[src/rtl/array_counter_pkg.sv]
// Purpose: constants and types for the array counter time base
// Assumes: 32-bit Avalon-MM register slave, one word per register
// Notes: byte registers sit in the low eight bits of a word
package array_counter_pkg;
    // register byte addresses
    localparam logic [7:0] ADDR_COUNT_LOW = 8'h00;
    localparam logic [7:0] ADDR_COUNT_HIGH = 8'h04;
    localparam logic [7:0] ADDR_MODE = 8'h08;
    localparam logic [7:0] ADDR_CONTROL = 8'h0c;
    localparam logic [7:0] ADDR_IRQ_STATUS = 8'h10;
    localparam logic [7:0] ADDR_IRQ_CLEAR = 8'h14;
    localparam logic [7:0] ADDR_IRQ_ENABLE = 8'h18;
    // mode register fields
    localparam int MODE_IDLE_GATE = 7;
    localparam int MODE_WATCHDOG_ENABLE = 6;
    localparam int MODE_SRC_HI = 2;
    localparam int MODE_SRC_LO = 1;
    localparam int MODE_OVF_IRQ_ENABLE = 0;
    localparam logic [7:0] MODE_IMPL_MASK = 8'hc7;
    // control register fields
    localparam int CTRL_OVERFLOW_FLAG = 7;
    localparam int CTRL_RUN_BIT = 6;
    // interrupt status bits
    localparam int IRQ_OVERFLOW = 0;
    localparam int IRQ_MODULE = 1;
    localparam int IRQ_WIDTH = 2;
    // reset values
    localparam logic [7:0] MODE_RESET = 8'h00;
    localparam logic [15:0] COUNT_RESET = 16'h0000;
    // machine cycle is twelve oscillator periods, fast source every four
    localparam int OSC_PER_MACHINE = 12;
    localparam int OSC_PER_FAST = 4;
    localparam logic [3:0] PRESCALE_LAST = 4'(OSC_PER_MACHINE - 1);

    typedef enum logic [1:0] {
        SRC_OSC12,
        SRC_OSC4,
        SRC_TIMER0,
        SRC_EXTERNAL
    } count_source_t;

    typedef struct packed {
        logic idle_gate;
        logic watchdog_enable;
        count_source_t source;
        logic overflow_irq_enable;
    } mode_t;
endpackage : array_counter_pkg

[src/rtl/array_counter_timebase.sv]
// Purpose: 16-bit time base counter of the counter array
// Assumes: i_osc_tick pulses once per oscillator period; inputs synchronous
// Notes: registers over Avalon-MM, one wait state on each access
// Notes on behaviour
// - free-running 16-bit counter in two bytes
// - count bytes readable and writable any time
// - osc/12 source: one step per machine cycle
// - osc/4 source: three steps per machine
// - timer 0 source: step per overflow
// - external source: step per falling edge
// - mode bits 2:1 select count source
// - mode bit 0 gates overflow interrupt on o_array_irq only
// - mode bit 7 stops counting in idle
// - mode bit 6 enables module 4 watchdog
// - overflow flag set on rollover
// - counts only while run bit set
// - mode bits 5:3 reserved, read zero
// - counter is common time base
// - overflow and module requests share interrupt
module array_counter_timebase (
    input wire logic i_ref_clk,
    input wire logic i_rstn,
    input wire logic i_osc_tick,
    input wire logic i_timer0_overflow,
    input wire logic i_external_count_input,
    input wire logic i_idle_mode,
    input wire logic i_module_irq,
    input wire logic [4:0] i_avs_address,
    input wire logic i_avs_read,
    input wire logic i_avs_write,
    input wire logic [31:0] i_avs_writedata,
    input wire logic [3:0] i_avs_byteenable,
    output logic [31:0] o_avs_readdata,
    output logic o_avs_waitrequest,
    output logic [15:0] o_time_base,
    output logic o_watchdog_enable,
    output logic o_array_irq,
    output logic o_irq
);
    array_counter_pkg::mode_t mode;
    logic run_bit;
    logic overflow_flag;
    logic [15:0] count;
    logic [3:0] prescale;
    logic ext_sync1;
    logic ext_sync2;
    logic ext_prev;
    logic [array_counter_pkg::IRQ_WIDTH-1:0] irq_status;
    logic [array_counter_pkg::IRQ_WIDTH-1:0] irq_enable;
    logic access_done;
    logic [7:0] byte_addr;
    logic wr_go;
    logic rd_go;
    logic step;
    logic rollover;
    logic wr_low;
    logic wr_high;
    logic wr_mode;
    logic wr_ctrl;
    logic wr_clear;
    logic wr_enable;
    logic [31:0] next_readdata;

    assign byte_addr = {1'b0, i_avs_address, 2'b00};
    // writes land on the edge where waitrequest is sampled low
    assign wr_go = i_avs_write && access_done;
    assign rd_go = i_avs_read && !access_done;
    assign wr_low = wr_go && i_avs_byteenable[0] && byte_addr == array_counter_pkg::ADDR_COUNT_LOW;
    assign wr_high = wr_go && i_avs_byteenable[0]
        && byte_addr == array_counter_pkg::ADDR_COUNT_HIGH;
    assign wr_mode = wr_go && i_avs_byteenable[0] && byte_addr == array_counter_pkg::ADDR_MODE;
    assign wr_ctrl = wr_go && i_avs_byteenable[0] && byte_addr == array_counter_pkg::ADDR_CONTROL;
    assign wr_clear = wr_go && i_avs_byteenable[0]
        && byte_addr == array_counter_pkg::ADDR_IRQ_CLEAR;
    assign wr_enable = wr_go && i_avs_byteenable[0]
        && byte_addr == array_counter_pkg::ADDR_IRQ_ENABLE;

    // wait state handshake
    always_ff @(posedge i_ref_clk or negedge i_rstn) begin
        if (!i_rstn) begin
            access_done <= 1'b0;
            o_avs_waitrequest <= 1'b1;
        end else begin
            access_done <= (i_avs_read || i_avs_write) && !access_done;
            o_avs_waitrequest <= !((i_avs_read || i_avs_write) && !access_done);
        end
    end

    // oscillator prescaler marks machine cycle boundaries
    always_ff @(posedge i_ref_clk or negedge i_rstn) begin
        if (!i_rstn) begin
            prescale <= 4'h0;
        end else if (i_osc_tick) begin
            prescale <= (prescale == array_counter_pkg::PRESCALE_LAST) ? 4'h0 : prescale + 4'h1;
        end
    end

    always_ff @(posedge i_ref_clk or negedge i_rstn) begin
        if (!i_rstn) begin
            ext_sync1 <= 1'b1;
            ext_sync2 <= 1'b1;
            ext_prev <= 1'b1;
        end else begin
            ext_sync1 <= i_external_count_input;
            ext_sync2 <= ext_sync1;
            ext_prev <= ext_sync2;
        end
    end

    always_comb begin
        step = 1'b0;
        case (mode.source)
            array_counter_pkg::SRC_OSC12: begin
                step = i_osc_tick && prescale == array_counter_pkg::PRESCALE_LAST;
            end
            array_counter_pkg::SRC_OSC4: begin
                step = i_osc_tick && prescale[1:0] == 2'(array_counter_pkg::OSC_PER_FAST - 1);
            end
            array_counter_pkg::SRC_TIMER0: begin
                step = i_timer0_overflow;
            end
            default: begin
                step = ext_prev && !ext_sync2;
            end
        endcase
        step = step && run_bit && !(mode.idle_gate && i_idle_mode);
    end
    assign rollover = step && count == 16'hffff;

    always_ff @(posedge i_ref_clk or negedge i_rstn) begin
        if (!i_rstn) begin
            count <= array_counter_pkg::COUNT_RESET;
        end else if (wr_low) begin
            count <= {count[15:8], i_avs_writedata[7:0]};
        end else if (wr_high) begin
            count <= {i_avs_writedata[7:0], count[7:0]};
        end else if (step) begin
            count <= count + 16'h0001;
        end
    end

    always_ff @(posedge i_ref_clk or negedge i_rstn) begin
        if (!i_rstn) begin
            mode <= array_counter_pkg::mode_t'(array_counter_pkg::MODE_RESET[4:0]);
        end else if (wr_mode) begin
            mode <= array_counter_pkg::mode_t'({i_avs_writedata[7:6], i_avs_writedata[2:0]});
        end
    end

    // overflow flag, set wins over software clear
    always_ff @(posedge i_ref_clk or negedge i_rstn) begin
        if (!i_rstn) begin
            run_bit <= 1'b0;
            overflow_flag <= 1'b0;
        end else begin
            if (wr_ctrl) begin
                run_bit <= i_avs_writedata[array_counter_pkg::CTRL_RUN_BIT];
            end
            if (rollover) begin
                overflow_flag <= 1'b1;
            end else if (wr_ctrl) begin
                overflow_flag <= i_avs_writedata[array_counter_pkg::CTRL_OVERFLOW_FLAG];
            end
        end
    end

    // sticky interrupt status, set wins over clear
    always_ff @(posedge i_ref_clk or negedge i_rstn) begin
        if (!i_rstn) begin
            irq_status <= '0;
            irq_enable <= '0;
        end else begin
            for (int i = 0; i < array_counter_pkg::IRQ_WIDTH; i++) begin
                if ((i == array_counter_pkg::IRQ_OVERFLOW && rollover)
                    || (i == array_counter_pkg::IRQ_MODULE && i_module_irq)) begin
                    irq_status[i] <= 1'b1;
                end else if (wr_clear && i_avs_writedata[i]) begin
                    irq_status[i] <= 1'b0;
                end
            end
            if (wr_enable) begin
                irq_enable <= i_avs_writedata[array_counter_pkg::IRQ_WIDTH-1:0];
            end
        end
    end

    always_comb begin
        next_readdata = 32'h0000_0000;
        if (byte_addr == array_counter_pkg::ADDR_COUNT_LOW) begin
            next_readdata[7:0] = count[7:0];
        end else if (byte_addr == array_counter_pkg::ADDR_COUNT_HIGH) begin
            next_readdata[7:0] = count[15:8];
        end else if (byte_addr == array_counter_pkg::ADDR_MODE) begin
            next_readdata[7:0] = {mode[4:3], 3'b000, mode[2:0]};
        end else if (byte_addr == array_counter_pkg::ADDR_CONTROL) begin
            next_readdata[array_counter_pkg::CTRL_OVERFLOW_FLAG] = overflow_flag;
            next_readdata[array_counter_pkg::CTRL_RUN_BIT] = run_bit;
        end else if (byte_addr == array_counter_pkg::ADDR_IRQ_STATUS) begin
            next_readdata[array_counter_pkg::IRQ_WIDTH-1:0] = irq_status;
        end else if (byte_addr == array_counter_pkg::ADDR_IRQ_ENABLE) begin
            next_readdata[array_counter_pkg::IRQ_WIDTH-1:0] = irq_enable;
        end
    end

    // registered outputs
    always_ff @(posedge i_ref_clk or negedge i_rstn) begin
        if (!i_rstn) begin
            o_avs_readdata <= 32'h0000_0000;
            o_time_base <= array_counter_pkg::COUNT_RESET;
            o_watchdog_enable <= 1'b0;
            o_array_irq <= 1'b0;
            o_irq <= 1'b0;
        end else begin
            if (rd_go) begin
                o_avs_readdata <= next_readdata;
            end
            o_time_base <= count;
            o_watchdog_enable <= mode.watchdog_enable;
            o_array_irq <= (overflow_flag && mode.overflow_irq_enable) || i_module_irq;
            o_irq <= |(irq_status & irq_enable);
        end
    end
endmodule : array_counter_timebase

[config.mk]
export PLATFORM = sky130hd
export DESIGN_NAME = array_counter_timebase
export DESIGN_NICKNAME = d
export VERILOG_FILES = /design/src/rtl/array_counter_pkg.sv /design/src/rtl/array_counter_timebase.sv
export SDC_FILE = /design/constraint.sdc
export NUM_CORES = 1
export LEC_CHECK = 0
export BUFFER_PORTS_ARGS = -buffer_cell sky130_fd_sc_hd__clkbuf_2
export CORE_MARGIN = 4
export CORE_UTILIZATION = 50
export CTS_BUF_LIST = sky130_fd_sc_hd__clkbuf_16
export DETAILED_ROUTE_END_ITERATION = 10
export HOLD_SLACK_MARGIN = 0.06
export PLACE_DENSITY = 0.85
export SYNTH_ARGS = -nofsm -noshare
export SYNTH_HDL_FRONTEND = slang
export SYNTH_SLANG_ARGS = --single-unit
[constraint.sdc]
create_clock -name i_ref_clk -period 2.96 [get_ports i_ref_clk]
set_input_delay 0.592 -clock i_ref_clk [delete_from_list [all_inputs] [get_ports i_ref_clk]]
set_output_delay 0.592 -clock i_ref_clk [all_outputs]
set_load 0.02 [all_outputs]
==> results of run 1 <==
[metal layers]
metal / wire length (um) / global-route usage
met1: 2817 / 0.2601
met2: 3645 / 0.3432
met3: 481 / 0.02978
met4: 225 / 0.1108
met5: 0 / 0
[critical path: stages]
cell and delay [ns]:
clkbuf_2 0.14, or4_1 0.77, or2_1 0.47, nor2_4 0.15, nor3_1 0.06, a211o_1 0.30
[power groups by stage]
stage | Sequential, uW | Combinational, uW | Clock (uW)
after CTS | 1070 | 360 | 906
after global routing | 1080 | 397 | 952
after floorplan | 1090 | 223 | 0
final | 1070 | 359 | 897
after global placement | 1070 | 343 | 0
after detailed placement | 1080 | 357 | 0
[cell usage after synthesis, types with 2 or more instances]
cell	count
nand4_1	5
a22oi_1	3
mux2_2	13
a21boi_0	2
a311oi_1	2
buf_6	2
ha_1	2
buf_4	24
a211oi_1	2
dfstp_2	4
mux2i_1	4
nor3b_1	5
nor3_1	10
a22o_1	2
nand2_1	29
nor2_1	14
and4_1	3
o21ai_0	17
clkbuf_1	7
or3_1	2
nand2b_1	2
inv_1	4
dfrtp_1	59
a21o_1	6
xnor2_1	10
o31ai_1	3
a31oi_1	3
a221oi_1	4
and2_1	2
nand3_1	12
nor4_1	7
o41ai_1	2
a21oi_1	3
[state kept, by name, indices dropped and copies added (netlist names)]
signal	cells
irq_enable	2
mode	5
o_avs_waitrequest	1
o_array_irq	1
o_watchdog_enable	1
access_done	1
ext_sync2	1
prescale	4
count	16
o_time_base	16
ext_prev	1
ext_sync1	1
overflow_flag	1
run_bit	1
o_irq	1
o_avs_readdata	8
irq_status	2
[final timing paths]
kind | startpoint | end | slack (ns) | cells past startpoint
max | i_avs_address[1] | count[9] | 0.68 | 6
min | i_external_count_input | ext_sync1 | 0.35 | 1
max reg2reg | prescale[0] | count[9] | 0.74 | 7
min reg2reg | ext_sync1 | ext_sync2 | 0.36 | 0
max in group asynchronous | i_rstn | ext_prev | 1.87 | 2
min in group asynchronous | i_rstn | count[7] | 0.38 | 1
[placed cells by master, fill, tap and decap left out, types with 4 or more instances in the layout]
cell type,instances
nor3_1,10
nand2_1,29
nand4_1,5
nor4_1,7
dfrtp_1,59
xnor2_1,10
mux2_2,13
o21ai_0,17
clkbuf_2,50
clkbuf_16,9
nor2_1,14
a221oi_1,4
a21o_1,6
inv_1,6
nand3_1,12
dfstp_2,4
nor3b_1,5
conb_1,24
mux2i_1,4
[logic make-up (layout without fill, tap and decap cells)]
kind of cell             after synthesis  in the layout  synth area share
adder cells (fa/ha/maj)                2              2          0.008273
AO/OA/AOI/OAI                         55             55            0.1270
flip-flops                            63             63            0.5230
AND/OR/NAND/NOR                       98             98            0.1676
multiplexers                          17             17           0.06165
XOR/XNOR                              10             10           0.02896
other                                  1             24          0.001240
buffers and inverters                 38             74           0.08233
[through the flow]
| stage | setup slack (ns) | total power, uW | instances | hold slack (ns) | utilization |
|---|---|---|---|---|---|
| 6_report | 0.6791 | 2326 | 418 | 0.3466 | 0.5984 |
| 5_1_grt | 0.5996 | 2431 | 418 | 0.3549 | 0.5984 |
| 4_1_cts | 0.6971 | 2332 | 418 | 0.3455 | 0.5984 |
| 3_5_place_dp | 0.3773 | 1435 | 402 | 0.3472 | 0.5544 |
| 3_3_place_gp | 0.4387 | 1410 | 402 | 0.3462 | 0.5544 |
| 2_1_floorplan | 0.6727 | 1313 | 307 | 0.2964 | - |
[area by class of cell]
type                       instances  area, sq um
fill                             499         2364
sequential                        63         1582
clock inverter                     7        33.78
inverter                           4        15.01
clock buffer                       9        225.2
tap                               75        93.84
timing repair buffer              54        292.8
multi-input combinational        206         1280
==> results_dict.tcl, run 1 <==
set metrics [dict create \
    synth_seq_area_share 0.5230 \
    vdd_drop_max_v 0.0003677 \
    viasPerCell 5.842 \
    syn-cell-area_sq_um 3024 \
    initial_core_util 0.5138 \
    period_needed_ns 2.281 \
    syn_to_final_growth_pct 16.47 \
    setup.worst_path.class "in2reg" \
    p_clk_frac 0.385 \
    worstSetupEndpointType "flop" \
    antenna_found_initial 0 \
    synth_top_area_cell "dfrtp_1" \
    clock_latency_ns 0.32 \
    hold_viol 0 \
    yosys_warnings 0 \
    slew_viol_final 0 \
    post_dp_cell_area_sq_um 3263 \
    numPortBuffers 50 \
    fmax_ghz 0.4384 \
    root_buffer "clkbuf_16" \
    syn_inst 284 \
    antennaDiodeCount 0 \
    synth_area_leaders "dfrtp_1 (49%), buf_4 (6.0%), mux2_2 (4.8%)" \
    seq_power_share 0.460 \
    cp.arrival_ns 2.49 \
    cts_tree "built" \
    post_cts_buffers 0 \
    ctsResizeCount 0 \
    slew_headroom 0.4215 \
    rows 28 \
    drc 0 \
    worst_pin_slew_ns 0.8678 \
    p_comb_frac 0.154 \
    synth_cell_type_count 48 \
    first_pass_iters 5 \
    numCtsBuffers 9 \
    hp-class "in2reg" \
    ys_async_sr_fraction 1.000 \
    cap_violations 0 \
    num_vias 2442 \
    ctsLongestPathBuffers 2 \
    gr-total-overflow 0 \
    synth-edff-count 0 \
    postRouteAntennaNets 0 \
    finClkSkew_ns 0.005206 \
    fin_tns_setup_ns 0 \
    nNetsFinal 390 \
    switching_share 0.2918 \
    ctsHoldBuffers 0 \
    die_y_um 85.77 \
    drive_gt1_frac 0.2595 \
    p_per_area_nw_per_um2 660.4 \
    start_kind "input port" \
    grt_pass1_vias 2342 \
    die_x_um 85.77 \
    track_usage 0.2064 \
    finalWeightedCongestion 0.9165 \
    status "finished, final reports clean" \
    synth_top_area_frac 0.4882 \
    crit_required_ns 3.17 \
    stdcell_area_sq_um 3522 \
    drt_wl_total_mm 7.169 \
    pin_count 102 \
    cp_max_fo 11 \
    cts.htree.levels 3 \
    rsz0062_at_grt "false" \
    p_sw_uw 678.8 \
    drt_iter0_markers 306 \
    synth_flop_cell "dfrtp_1" \
    p_leak_uw 0.001621 \
    clkTransAtPathRegs_ns 0.05 \
    core-area_sq_um 5886 \
    p_int_uw 1647 \
    die_area_sq_um 7356 \
    period_share 0.7706 \
    grt_pass1_wl_mm 11.64 \
    grt_max_degree 35 \
    synth_area_per_cell_sq_um 10.65 \
    post_drt_wl_per_cell_um 17.15 \
    ys_seq_elements 63 \
    dp_hpwl_mm 5.118 \
    cts.sinks 63 \
    setup_viol 0 \
]
Power figures use the tool's default switching activity.
==> run 2: changes to the inputs <==
==> constraint.sdc (replaced) <==
create_clock -name i_ref_clk -period 2.4 [get_ports i_ref_clk]
set_input_delay 0.48 -clock i_ref_clk [delete_from_list [all_inputs] [get_ports i_ref_clk]]
set_output_delay 0.48 -clock i_ref_clk [all_outputs]
set_load 0.02 [all_outputs]
==> run 2 against run 1 <==
- final cell count rose by 1.9%
- die area stayed put
- non-clock buffer count rose by 8
- setup slack worse by 0.50 ns
- register-to-register slack got worse by 0.56 ns
- sequential share of layout area decreased by 1.4 points
- wire length up 0.71%
- clock skew is 0.00066 ns higher
- sequential power grew 22%
- critical path type is now reg2reg
- largest cell class unchanged
- largest power group is now the clock network
- highest routed layer unchanged
==> results_dict.tcl, run 2 (synthesis gave the netlist of run 1 again) <==
set metrics [dict create \
    fill_cells 474 \
    nNetsFinal 398 \
    wl_met2_mm 3.729 \
    pin_count 102 \
    dp_hpwl_mm 5.392 \
    core-area_sq_um 5886 \
    setup.worst_path.class "reg2reg" \
    fin_tns_setup_ns 0 \
    grt_pass1_vias 2370 \
    cap_violations 0 \
    clkTransAtPathRegs_ns 0.05 \
    holdWs_ns 0.1984 \
    post_drt_wl_per_cell_um 16.95 \
    syn_to_final_growth_pct 20.19 \
    rsz0062_at_grt "false" \
    hp-class "in2async" \
    gr-total-overflow 0 \
    num_vias 2402 \
    wl_met1_mm 2.871 \
    slew_headroom 0.5233 \
    rows 28 \
    root_buffer "clkbuf_16" \
    top_regs "count (16), o_time_base (16), o_avs_readdata (8)" \
    worstSetupEndpointType "flop" \
    status "finished, final reports clean" \
    finalWeightedCongestion 0.8625 \
    hold_viol 0 \
    highest_layer "met4" \
    die_y_um 85.77 \
    antenna_found_initial 0 \
    finClkSkew_ns 0.005868 \
    drt_wl_total_mm 7.220 \
    p_leak_uw 0.001680 \
    grt_pass1_wl_mm 11.74 \
    p_per_area_nw_per_um2 852.8 \
    cts.htree.levels 3 \
    worst_pin_slew_ns 0.7151 \
    start_kind "flop" \
    setup_viol 0 \
    layout_common_cells "dfrtp_1 (59), clkbuf_2 (50), nand2_1 (29), conb_1 (24), o21ai_0 (17)" \
    numCtsBuffers 9 \
    die_area_sq_um 7356 \
    track_usage 0.2071 \
    ctsLongestPathBuffers 2 \
    drive_gt1_frac 0.2764 \
    period_needed_ns 2.223 \
    postRouteAntennaNets 0 \
    slew_viol_final 0 \
    drc 0 \
    viasPerCell 5.638 \
    antennaDiodeCount 0 \
    crit_required_ns 2.64 \
    vdd_drop_max_v 0.0004188 \
    layout_commonest_cell "dfrtp_1" \
    cts.sinks 63 \
    routed-wl-met3_um 478 \
    numPortBuffers 50 \
    cp.arrival_ns 2.47 \
    fmax_ghz 0.4499 \
    period_share 0.9261 \
    first_pass_iters 4 \
    grt_max_degree 38 \
    initial_core_util 0.5138 \
    cp_max_fo 4 \
    cts_tree "built" \
    clock_latency_ns 0.33 \
    die_x_um 85.77 \
    drt_iter0_markers 201 \
]
==> run 2: area by class of cell <==
| type | instances | area (sq um) | area share |
|---|---|---|---|
| clock buffers | 9 | 225.2 | 0.06196 |
| repair buffers | 62 | 352.8 | 0.09707 |
| inverters | 4 | 15.01 | 0.004131 |
| multi-input cells | 206 | 1286 | 0.3539 |
| flip-flops and latches | 63 | 1582 | 0.4351 |
| clock inverters | 7 | 80.08 | 0.02203 |
| well taps | 75 | 93.84 | 0.02582 |
==> run 2: per-stage QoR <==
stage | total power (uW) | cell area [sq um] | cells | util | setup WS (ns)
4_1_cts | 3112 | 3628 | 426 | 0.6165 | 0.1888
3_3_place_gp | 1760 | 3323 | 410 | 0.5646 | 0.1634
2_1_floorplan | 1619 | 3110 | 307 | - | 0.2247
6_report | 3100 | 3635 | 426 | 0.6176 | 0.1775
5_1_grt | 3223 | 3635 | 426 | 0.6176 | 0.05655
3_5_place_dp | 1788 | 3323 | 410 | 0.5646 | 0.1306
==> run 2: critical path: stages, from the launching register on <==
cell	delay (ns)
dfrtp_1	0.40
ha_1	0.24
a21oi_1	0.08
a311o_1	0.36
or4_4	0.57
or3_1	0.33
a31oi_1	0.17
==> run 2: where the power goes <==
part           total [uW]  switching [uW]  internal, uW
Clock                1320             434           890
Combinational         463             282           181
Sequential           1310             126          1190
==> run 2: worst paths after layout <==
| check | start | slack [ns] | cells after the start | to |
|---|---|---|---|---|
| min in group i_ref_clk | i_external_count_input | 0.24 | 1 | ext_sync1 |
| max in group asynchronous | i_rstn | 1.50 | 2 | o_avs_waitrequest |
| hold / removal | i_rstn | 0.20 | 1 | o_time_base[7] |
| setup / recovery | prescale[1] | 0.18 | 6 | count[11] |
| setup reg to reg | prescale[1] | 0.18 | 6 | count[11] |
| hold reg to reg | ext_sync1 | 0.35 | 0 | ext_sync2 |
==> run 2: what timing repair did <==
action                     4_1_cts  5_1_grt
setup endpoints to repair        0        1
hold buffers                     0        0
buffers inserted                 0        0
gates resized for setup          0        1
==> run 2: per-layer routing <==
| metal | track usage | vias to the layer above |
|---|---|---|
| met4 | 0.1079 | 0 |
| met1 | 0.2513 | 1185 |
| met5 | 0 | - |
| li1 | - | 1115 |
| met2 | 0.3503 | 91 |
| met3 | 0.03939 | 11 |
